File: src/include/mrsrx_pkg.sv
// Package of constants shared by the multi-rate receive clocking block.
// Notes on behaviour
// RQ1: Outside synthesizer supplies both HD references: nominal rate and rate over 1.001.
// RQ2: Four reference inputs in two pairs; exactly one is the active reference.
// RQ3: Pair-member select picks one of each pair; attribute picks standard or low-jitter.
// RQ4: Pair attribute is fixed at configuration; only two inputs switch at run time.
// RQ5: Three references need outside multiplexing or reconfiguring the pair attribute.
// RQ6: Switching by reconfiguration takes hundreds of microseconds, far slower than a mux.
// RQ7: Unused transmit user clocks are tied to the receive word and fabric clocks.
// RQ8: Receiver outputs, parallel word included, update only on the word clock rising edge.
// RQ9: Word clock runs at HD word rate in HD mode, reference rate in SD mode.
// RQ10: Received parallel word is 20 bits: luma and chroma for HIGH_DEF_MODE_FLAG recovery width.
// RQ11: Fabric clock equals word clock in frequency and phase, one shared net.
// RQ12: Both receive user clocks come from the recovered clock, never the reference.
// RQ13: In SD the recovered clock drives user clocks and the bit recovery input.
// RQ14: Receiver drives a rate choice telling the synthesizer which HD frequency to make.
// RQ15: Receiver accepts both HD rates and 270 Mb/s SD, switching its clocking.
// RQ16: Received video is checked for CRC and EDH errors shown on indicator outputs.
// RQ17: Clock-enable style recovery uses one global clock per channel.
// RQ18: Receiver drives a high-def mode flag onto the pair-member select input.
// RQ19: In SD the recovery strobe fires once per divider period so logic runs at 27 MHz.
// RQ20: Mode flag and rate choice change only synchronously to the receiver clock.
package mrsrx_pkg;
    localparam int          WORD_WIDTH      = 20;
    localparam int          SD_WIDTH        = 10;
    localparam int          CLOCK_MHZ       = 20;
    localparam int          DWELL_US        = 100;
    localparam int          DWELL_CYCLES    = DWELL_US * CLOCK_MHZ;
    localparam int          MISS_LIMIT      = 2048;
    localparam int          HOLD_CYCLES     = 4096;
    localparam logic        HD_RESET        = 1'h1;
    localparam logic        RATE_RESET      = 1'h0;
    localparam logic [9:0]  TRS_ONES        = 10'h3ff;
    localparam logic [9:0]  TRS_ZEROS       = 10'h000;
    localparam int          CRC_WIDTH       = 18;
    typedef enum logic [1:0] {
        HUNT_HD_NOM  = 2'b00,
        HUNT_HD_MIL  = 2'b01,
        HUNT_SD      = 2'b10,
        LOCKED       = 2'b11
    } mrsrx_state_type;
endpackage

File: src/rtl/mrsrx_clock_ctrl.sv
// Rate hunting, reference selection and error indication for the multi-rate receiver.
`timescale 1ns/1ps
module mrsrx_clock_ctrl
    import mrsrx_pkg::*;
#(
    parameter int DWELL = DWELL_CYCLES,
    parameter int HOLD  = HOLD_CYCLES
)(
    // Word clock taken from the recovered clock, and reset.
    input  wire logic                  clock,
    input  wire logic                  sys_rst,
    // Data from transceiver and bit recovery.
    input  wire logic [WORD_WIDTH-1:0] rxWordIn,
    input  wire logic [SD_WIDTH-1:0]   sdWordIn,
    input  wire logic                  wordRateStrobe,
    // Framing hints from the deframer.
    input  wire logic                  trsSeen,
    input  wire logic                  lineEnd,
    input  wire logic [CRC_WIDTH-1:0]  expectedCrc,
    input  wire logic                  edhErrorFlag,
    // Reference selection outputs.
    output logic                       highDefModeFlag,
    output logic                       hdFrequencyChoice,
    // Received word and indicators.
    output logic [WORD_WIDTH-1:0]      rxParallelWord,
    output logic                       wordValid,
    output logic                       locked,
    output logic                       crcErrorLed,
    output logic                       edhErrorLed
);
    mrsrx_state_type state_q;
    logic [15:0]     dwell_q;
    logic [11:0]     miss_q;
    logic [12:0]     hold_q;
    logic            crcRaw;
    logic            wordTick;

    // In SD only the strobe advances logic; in HD every word clock edge does.
    assign wordTick = highDefModeFlag | wordRateStrobe; // [RQ19] [RQ17]

    ////////////////////////////////////////////////////////////////////////////
    // Rate hunt: try nominal HD, 1.001 HD, then SD until framing is found.
    always_ff @(posedge clock) begin
        if (sys_rst) begin
            state_q <= HUNT_HD_NOM;
            dwell_q <= '0;
        end else begin
            unique case (state_q)
                HUNT_HD_NOM, HUNT_HD_MIL, HUNT_SD: begin
                    if (wordTick && trsSeen) begin
                        state_q <= LOCKED;
                        dwell_q <= '0;
                    end else if (dwell_q == 16'(DWELL - 1)) begin
                        dwell_q <= '0;
                        unique case (state_q)
                            HUNT_HD_NOM: state_q <= HUNT_HD_MIL;
                            HUNT_HD_MIL: state_q <= HUNT_SD;
                            default:     state_q <= HUNT_HD_NOM;
                        endcase // [RQ15]
                    end else begin
                        dwell_q <= dwell_q + 16'h0001;
                    end
                end
                LOCKED: begin
                    if (miss_q == 12'(MISS_LIMIT - 1)) begin
                        state_q <= HUNT_HD_NOM;
                    end
                end
            endcase
        end
    end

    // Count word ticks without framing while locked.
    always_ff @(posedge clock) begin
        if (sys_rst || state_q != LOCKED) begin
            miss_q <= '0;
        end else if (wordTick && trsSeen) begin
            miss_q <= '0;
        end else if (wordTick) begin
            miss_q <= miss_q + 12'h001;
        end
    end

    ////////////////////////////////////////////////////////////////////////////
    // Registered reference selection: changes only on this clock.
    always_ff @(posedge clock) begin
        if (sys_rst) begin
            highDefModeFlag   <= HD_RESET;
            hdFrequencyChoice <= RATE_RESET;
        end else begin
            unique case (state_q)
                HUNT_HD_NOM: begin
                    highDefModeFlag   <= 1'b1; // [RQ18] [RQ20]
                    hdFrequencyChoice <= 1'b0; // [RQ14]
                end
                HUNT_HD_MIL: begin
                    highDefModeFlag   <= 1'b1; // [RQ18]
                    hdFrequencyChoice <= 1'b1; // [RQ14] [RQ20]
                end
                HUNT_SD: begin
                    highDefModeFlag   <= 1'b0; // [RQ18] [RQ2] [RQ3]
                    hdFrequencyChoice <= hdFrequencyChoice;
                end
                LOCKED: begin
                    highDefModeFlag   <= highDefModeFlag;
                    hdFrequencyChoice <= hdFrequencyChoice;
                end
            endcase
        end
    end

    ////////////////////////////////////////////////////////////////////////////
    // Parallel word: full 20 bits in HIGH_DEF_MODE_FLAG word in the upper ten bits.
    always_ff @(posedge clock) begin
        if (sys_rst) begin
            rxParallelWord <= '0;
            wordValid      <= 1'b0;
        end else begin
            wordValid <= wordTick; // [RQ8]
            if (highDefModeFlag) begin
                rxParallelWord <= rxWordIn; // [RQ8] [RQ9]
            end else if (wordRateStrobe) begin
                rxParallelWord <= {sdWordIn, {SD_WIDTH{1'b0}}}; // [RQ19]
            end
        end
    end

    // Lock indicator.
    always_ff @(posedge clock) begin
        if (sys_rst) begin
            locked <= 1'b0;
        end else begin
            locked <= (state_q == LOCKED);
        end
    end

    ////////////////////////////////////////////////////////////////////////////
    // Checksum on the upper channel of the word.
    mrsrx_crc_check u_crc (
        .clock     (clock),
        .sys_rst   (sys_rst),
        .wordValid (wordTick && state_q == LOCKED),
        .wordIn    (highDefModeFlag ? rxWordIn[WORD_WIDTH-1:SD_WIDTH] : sdWordIn),
        .lineEnd   (lineEnd),
        .expected  (expectedCrc),
        .crcError  (crcRaw)
    );

    // Indicators stretch each error so it stays visible; a new error restarts it.
    always_ff @(posedge clock) begin
        if (sys_rst) begin
            hold_q      <= '0;
            crcErrorLed <= 1'b0;
            edhErrorLed <= 1'b0;
        end else begin
            if (crcRaw || edhErrorFlag) begin
                hold_q <= 13'(HOLD);
            end else if (hold_q != 13'h0000) begin
                hold_q <= hold_q - 13'h0001;
            end
            crcErrorLed <= crcRaw | (crcErrorLed && hold_q != 13'h0000); // [RQ16]
            edhErrorLed <= edhErrorFlag | (edhErrorLed && hold_q != 13'h0000); // [RQ16]
        end
    end

    ////////////////////////////////////////////////////////////////////////////
    // Assertions.
    property p_sd_mode;
        @(posedge clock) disable iff (sys_rst)
        state_q == HUNT_SD |=> !highDefModeFlag;
    endproperty
    a_sd_mode: assert property (p_sd_mode) else $error("SD hunt not in SD mode"); // [RQ18]

    property p_mil_rate;
        @(posedge clock) disable iff (sys_rst)
        state_q == HUNT_HD_MIL |=> hdFrequencyChoice && highDefModeFlag;
    endproperty
    a_mil_rate: assert property (p_mil_rate) else $error("Rate choice wrong"); // [RQ14]

    property p_nom_rate;
        @(posedge clock) disable iff (sys_rst)
        state_q == HUNT_HD_NOM |=> !hdFrequencyChoice;
    endproperty
    a_nom_rate: assert property (p_nom_rate) else $error("Nominal rate wrong"); // [RQ14]

    property p_stable_locked;
        @(posedge clock) disable iff (sys_rst)
        $past(state_q) == LOCKED && state_q == LOCKED |-> $stable(highDefModeFlag);
    endproperty
    a_stable_locked: assert property (p_stable_locked) else $error("Mode moved"); // [RQ20]

    property p_sd_hold;
        @(posedge clock) disable iff (sys_rst)
        !highDefModeFlag && !wordRateStrobe |=> $stable(rxParallelWord);
    endproperty
    a_sd_hold: assert property (p_sd_hold) else $error("SD word moved"); // [RQ19]

    property p_valid;
        @(posedge clock) disable iff (sys_rst)
        highDefModeFlag |=> wordValid;
    endproperty
    a_valid: assert property (p_valid) else $error("HD word not valid"); // [RQ8]

    property p_crc_led;
        @(posedge clock) disable iff (sys_rst)
        crcRaw |=> crcErrorLed;
    endproperty
    a_crc_led: assert property (p_crc_led) else $error("CRC led missing"); // [RQ16]

    property p_edh_led;
        @(posedge clock) disable iff (sys_rst)
        edhErrorFlag |=> edhErrorLed [*2];
    endproperty
    a_edh_led: assert property (p_edh_led) else $error("EDH led short"); // [RQ16]

    property p_lock;
        @(posedge clock) disable iff (sys_rst)
        state_q != LOCKED && wordTick && trsSeen |=> ##1 locked;
    endproperty
    a_lock: assert property (p_lock) else $error("Lock late"); // [RQ15]

    c_lock_hd: cover property (@(posedge clock) locked && highDefModeFlag);
    c_lock_sd: cover property (@(posedge clock) locked && !highDefModeFlag);
    c_lock_mil: cover property (@(posedge clock) locked && hdFrequencyChoice);
    c_crc: cover property (@(posedge clock) crcErrorLed);
endmodule

File: src/rtl/mrsrx_crc_check.sv
// Line checksum accumulator and comparator for one 10-bit video channel.
`timescale 1ns/1ps
module mrsrx_crc_check
    import mrsrx_pkg::*;
(
    // Clock and reset.
    input  wire logic                 clock,
    input  wire logic                 sys_rst,
    // Word stream.
    input  wire logic                 wordValid,
    input  wire logic [SD_WIDTH-1:0]  wordIn,
    input  wire logic                 lineEnd,
    input  wire logic [CRC_WIDTH-1:0] expected,
    // Result.
    output logic                      crcError
);
    logic [CRC_WIDTH-1:0] crc_q;

    // One step of the x^18+x^5+x^4+1 checksum over a 10-bit word.
    function automatic logic [CRC_WIDTH-1:0] crcStep(input logic [CRC_WIDTH-1:0] c,
                                                     input logic [SD_WIDTH-1:0] w);
        logic [CRC_WIDTH-1:0] r;
        logic                 fb;
        r = c;
        for (int i = 0; i < SD_WIDTH; i++) begin
            fb = r[0] ^ w[i];
            r  = {fb, r[CRC_WIDTH-1:1]} ^ (fb ? 18'h00018 : 18'h00000);
        end
        return r;
    endfunction

    // Accumulate words and restart at each line end.
    always_ff @(posedge clock) begin
        if (sys_rst) begin
            crc_q <= '0;
        end else if (wordValid && lineEnd) begin
            crc_q <= '0;
        end else if (wordValid) begin
            crc_q <= crcStep(crc_q, wordIn);
        end
    end

    // Compare at line end and hold the verdict until the next line.
    always_ff @(posedge clock) begin
        if (sys_rst) begin
            crcError <= 1'b0;
        end else if (wordValid && lineEnd) begin
            crcError <= (crc_q != expected); // [RQ16]
        end
    end
endmodule
File: config.mk
export PLATFORM = sky130hd
export DESIGN_NAME = mrsrx_clock_ctrl
export DESIGN_NICKNAME = d
export VERILOG_FILES = /design/src/include/mrsrx_pkg.sv /design/src/rtl/mrsrx_clock_ctrl.sv /design/src/rtl/mrsrx_crc_check.sv
export SDC_FILE = /design/constraint.sdc
export NUM_CORES = 1
export LEC_CHECK = 0
export BUFFER_PORTS_ARGS = -buffer_cell sky130_fd_sc_hd__buf_2
export CAP_MARGIN = 10
export CORE_UTILIZATION = 40
export CTS_CLUSTER_SIZE = 30
export DETAILED_ROUTE_END_ITERATION = 12
export SLEW_MARGIN = 20
export SYNTH_ARGS = -nofsm -noshare
export SYNTH_HDL_FRONTEND = slang
export SYNTH_SLANG_ARGS = --single-unit
File: constraint.sdc
create_clock -name clock -period 2.8 [get_ports clock]
set_input_delay 0.56 -clock clock [delete_from_list [all_inputs] [get_ports clock]]
set_output_delay 0.56 -clock clock [all_outputs]
set_load 0.005 [all_outputs]
==> impl_metrics.xml <==
<?xml version="1.0" encoding="UTF-8"?>
<metrics>
  <group name="route">
    <metric name="wire_length_on_met1" unit="µm">4730</metric>
    <metric name="detailedRoute.firstPassIterationCount" unit="">5</metric>
    <metric name="post_drt_wl_per_cell" unit="µm">13.8</metric>
    <metric name="route.top_layer_used" unit="">met4</metric>
    <metric name="wl_met3" unit="µm">547</metric>
    <metric name="dr_total_vias" unit="">3850</metric>
    <metric name="route.detailed.vias_per_inst" unit="">5.23</metric>
    <metric name="dr.first_iter.drc_count" unit="">144</metric>
    <metric name="route.met2.wl" unit="µm">4730</metric>
    <metric name="ant_nets" unit="">0</metric>
    <metric name="route.detailed.drc" unit="">0</metric>
    <metric name="detail_route.wirelength" unit="µm">10200</metric>
  </group>
  <group name="grt">
    <metric name="grt_pass1_wl" unit="µm">17200</metric>
    <metric name="globalRouteTotalUtil" unit="%">19.1</metric>
    <metric name="grt_antenna_before_repair" unit="">0</metric>
    <metric name="grt_pass1_vias" unit="">3642</metric>
    <metric name="grt_overflow" unit="">0</metric>
    <metric name="grt_start_max_net_pins" unit="">42</metric>
  </group>
  <group name="synthesis">
    <metric name="post_synth_edffs" unit="">0</metric>
    <metric name="mappedNetlistArea" unit="mm²">0.00442</metric>
    <metric name="post_synthesis_cells" unit="">520</metric>
    <metric name="synth_seq_area_share" unit="%">39.9</metric>
    <metric name="synth_top_family_by_area" unit="">simple AND/OR/NAND/NOR gates</metric>
    <metric name="syn_area_per_cell" unit="µm²">8.49</metric>
    <metric name="synth_seq_cells" unit="">88</metric>
    <metric name="synthSimpleGateAreaFrac" unit="%">24.3</metric>
    <metric name="synth_compound_area_share" unit="%">11.7</metric>
    <metric name="synth_mux_area_share" unit="%">5.30</metric>
    <metric name="syn_nets" unit="">578</metric>
    <metric name="yosys.area.top_type" unit="">sky130_fd_sc_hd__dfxtp_1</metric>
    <metric name="synth_cell_types" unit="">49</metric>
    <metric name="synth_async_sr_flop_share" unit="%">0</metric>
    <metric name="area_share_of_the_largest_cell_type_after_synthesis" unit="%">39.9</metric>
    <metric name="yosys_warnings" unit="">0</metric>
    <metric name="synth_flop_cell" unit="">sky130_fd_sc_hd__dfxtp_1</metric>
    <metric name="synth-xor-area-share" unit="%">14.4</metric>
    <metric name="adder_cell_area_share_of_the_yosys_netlist" unit="%">1.13</metric>
    <metric name="most_area_consuming_cells_after_synthesis" unit="">sky130_fd_sc_hd__dfxtp_1, sky130_fd_sc_hd__nor2_1, sky130_fd_sc_hd__a21oi_1</metric>
  </group>
  <group name="clock_network">
    <metric name="clkSlewWorstSetupHoldPaths" unit="ns">0.08</metric>
    <metric name="cts-hold-fix-buffers" unit="">0</metric>
    <metric name="clkLatencyLatePin" unit="ns">0.36</metric>
    <metric name="clockBufferDepth" unit="">2</metric>
    <metric name="cts_resized" unit="">0</metric>
    <metric name="clock-root-buffer" unit="">sky130_fd_sc_hd__clkbuf_8</metric>
    <metric name="cts.repair_timing.setup_buffer_count" unit="">0</metric>
    <metric name="tritoncts" unit="">done</metric>
    <metric name="cts_max_level" unit="">3</metric>
    <metric name="clock_sinks" unit="">88</metric>
    <metric name="cts_inserted_buffers" unit="">9</metric>
  </group>
  <group name="finish">
    <metric name="fin_cells" unit="">736</metric>
    <metric name="finish.net_count" unit="">649</metric>
    <metric name="ant_diodes" unit="">0</metric>
    <metric name="area_growth_syn_to_layout" unit="%">15.9</metric>
    <metric name="final_common_cell" unit="">sky130_fd_sc_hd__nor2_1</metric>
    <metric name="post_route_cell_area" unit="mm²">0.00512</metric>
    <metric name="top_library_cells_by_usage_in_the_layout_fill_and_taps_aside" unit="">sky130_fd_sc_hd__nor2_1, sky130_fd_sc_hd__dfxtp_1, sky130_fd_sc_hd__buf_2, sky130_fd_sc_hd__a21oi_1, sky130_fd_sc_hd__nand2_1</metric>
    <metric name="final_util" unit="%">47.4</metric>
    <metric name="drive_gt1_share" unit="%">18.8</metric>
  </group>
  <group name="sta">
    <metric name="hold_viol" unit="">0</metric>
    <metric name="fin_crit" unit="ns">2.51</metric>
    <metric name="hold-worst-slack" unit="ns">0.429</metric>
    <metric name="grt_setup_unrepaired" unit="">false</metric>
    <metric name="setup_violations" unit="">0</metric>
    <metric name="worst_clock_skew" unit="ns">0.00796</metric>
    <metric name="timing.final.crit_share" unit="%">89.7</metric>
    <metric name="timing.setup.tns" unit="ns">0</metric>
    <metric name="max_fclk" unit="MHz">398</metric>
    <metric name="maxSlewHeadroom" unit="%">56.6</metric>
    <metric name="tightest_slew" unit="ns">0.651</metric>
    <metric name="timing_max_transition_violations_final" unit="">0</metric>
    <metric name="timing.final.ws_setup" unit="ns">0.290</metric>
  </group>
  <group name="critical_path">
    <metric name="path_class" unit="">reg2reg</metric>
    <metric name="cell_breakdown_of_the_critical_path" unit="">or4b_1 -&gt; nor4_2 -&gt; or2_1 -&gt; nor2_2 -&gt; a31oi_1 -&gt; a311oi_1</metric>
    <metric name="cpPeakStageDelay" unit="ns">0.59</metric>
    <metric name="crit_fanout" unit="">17</metric>
    <metric name="crit_buf_inv" unit="">0</metric>
    <metric name="worst-endpoint-required" unit="ns">3.03</metric>
    <metric name="critPathTopFamily" unit="">simple AND/OR/NAND/NOR gates</metric>
    <metric name="startpoint_type" unit="">flip-flop</metric>
    <metric name="timing.critical_path.arrival" unit="ns">2.74</metric>
    <metric name="reg2reg_slack" unit="ns">0.29</metric>
    <metric name="setup.worst_path.end_class" unit="">flip-flop</metric>
    <metric name="critical_path.slowest_cell" unit="">sky130_fd_sc_hd__or2_1</metric>
  </group>
  <group name="pwr">
    <metric name="power_density_over_the_cells" unit="mW/mm²">693</metric>
    <metric name="report.power.total" unit="mW">3.55</metric>
    <metric name="power_leakage" unit="nW">2.13</metric>
    <metric name="vdd.ir_drop.worst" unit="mV">0.397</metric>
  </group>
  <group name="placed_design">
    <metric name="placement.cell_area" unit="mm²">0.00492</metric>
    <metric name="globalplace.congestion" unit="">0.836</metric>
    <metric name="pre_cts_slack" unit="ns">0.312</metric>
    <metric name="placedCellCount" unit="">720</metric>
    <metric name="place.port_buffers" unit="">79</metric>
    <metric name="dp_hpwl" unit="µm">7460</metric>
  </group>
  <group name="floorplanning">
    <metric name="dieWidth" unit="µm">107</metric>
    <metric name="die_height" unit="µm">107</metric>
    <metric name="placeable_core_area" unit="mm²">0.0108</metric>
    <metric name="initial_core_util" unit="%">40.9</metric>
    <metric name="rows" unit="">38</metric>
    <metric name="io_pins" unit="">80</metric>
    <metric name="dieArea" unit="mm²">0.0115</metric>
  </group>
  <group name="min_path">
    <metric name="hold_crit_path_type" unit="">in2reg</metric>
  </group>
  <group name="flow_run">
    <metric name="cap_violations" unit="">0</metric>
  </group>
  <group name="outcome">
    <metric name="outcome" unit="">finished clean</metric>
  </group>
</metrics>
## metal layers
metal,global-route usage [%],up-vias
li1,-,1945
met1,24.5,1785
met2,30.8,103
met3,4.62,17
met4,7.63,0
met5,0,-
## cells by family after synthesis
kind of cell	count (synthesis)
adder cells (fa/ha/maj)	4
multiplexers	22
AO/OA/AOI/OAI	90
buffers and inverters	31
flip-flops	88
XOR/XNOR	63
AND/OR/NAND/NOR	222
## state kept, by name, indices dropped and copies added, names as in the netlist, 2 cells and up
name and count:
rxParallelWord 20, u_crc.crc_q 18, dwell_q 16, hold_q 13
miss_q 12, state_q 2
## synth_stat cells (4+ instances only)
cell / instances
sky130_fd_sc_hd__clkbuf_1: 21
sky130_fd_sc_hd__and2_1: 4
sky130_fd_sc_hd__nand3_1: 14
sky130_fd_sc_hd__nor3b_1: 11
sky130_fd_sc_hd__or3_1: 9
sky130_fd_sc_hd__dfxtp_1: 88
sky130_fd_sc_hd__nor3_1: 16
sky130_fd_sc_hd__mux2i_1: 20
sky130_fd_sc_hd__nor2_1: 88
sky130_fd_sc_hd__nand4_1: 14
sky130_fd_sc_hd__xor2_1: 30
sky130_fd_sc_hd__buf_6: 4
sky130_fd_sc_hd__a31oi_1: 5
sky130_fd_sc_hd__nor4_1: 6
sky130_fd_sc_hd__xnor3_1: 5
sky130_fd_sc_hd__xnor2_1: 26
sky130_fd_sc_hd__o21ai_0: 13
sky130_fd_sc_hd__nand3b_1: 5
sky130_fd_sc_hd__ha_1: 4
sky130_fd_sc_hd__a21oi_1: 56
sky130_fd_sc_hd__nand2_1: 38
## worst paths after layout
| path | cells after the start | endpoint | startpoint |
|---|---|---|---|
| setup / recovery | 6 | dwell_q[6] | dwell_q[5] |
| hold / removal | 3 | rxParallelWord[6] | rxWordIn[6] |
| setup reg to reg | 6 | dwell_q[6] | dwell_q[5] |
| hold reg to reg | 2 | u_crc.crc_q[7] | u_crc.crc_q[17] |
## where the power goes
part | switching [mW] | internal [mW] | total, mW
clock | 0.441 | 0.460 | 0.900
combinational | 0.616 | 0.541 | 1.16
sequential | 0.112 | 1.38 | 1.49
## worst register-to-register path, cell delays in order (launching register included)
cell and delay [ns]:
sky130_fd_sc_hd__dfxtp_1 0.38, sky130_fd_sc_hd__or4b_1 0.54, sky130_fd_sc_hd__nor4_2 0.42, sky130_fd_sc_hd__or2_1 0.59, sky130_fd_sc_hd__nor2_2 0.18, sky130_fd_sc_hd__a31oi_1 0.21
sky130_fd_sc_hd__a311oi_1 0.06
## layout make-up
cell class / instances / area [µm²]
Clock buffer: 13 / 159
Clock inverter: 3 / 40.0
Inverter: 3 / 11.3
Fill cell: 1058 / 5670
Timing Repair Buffer: 88 / 463
Sequential cell: 88 / 1760
Tap cell: 140 / 175
Multi-Input combinational cell: 401 / 2510
No activity file was read; power rests on OpenSTA's default activity.
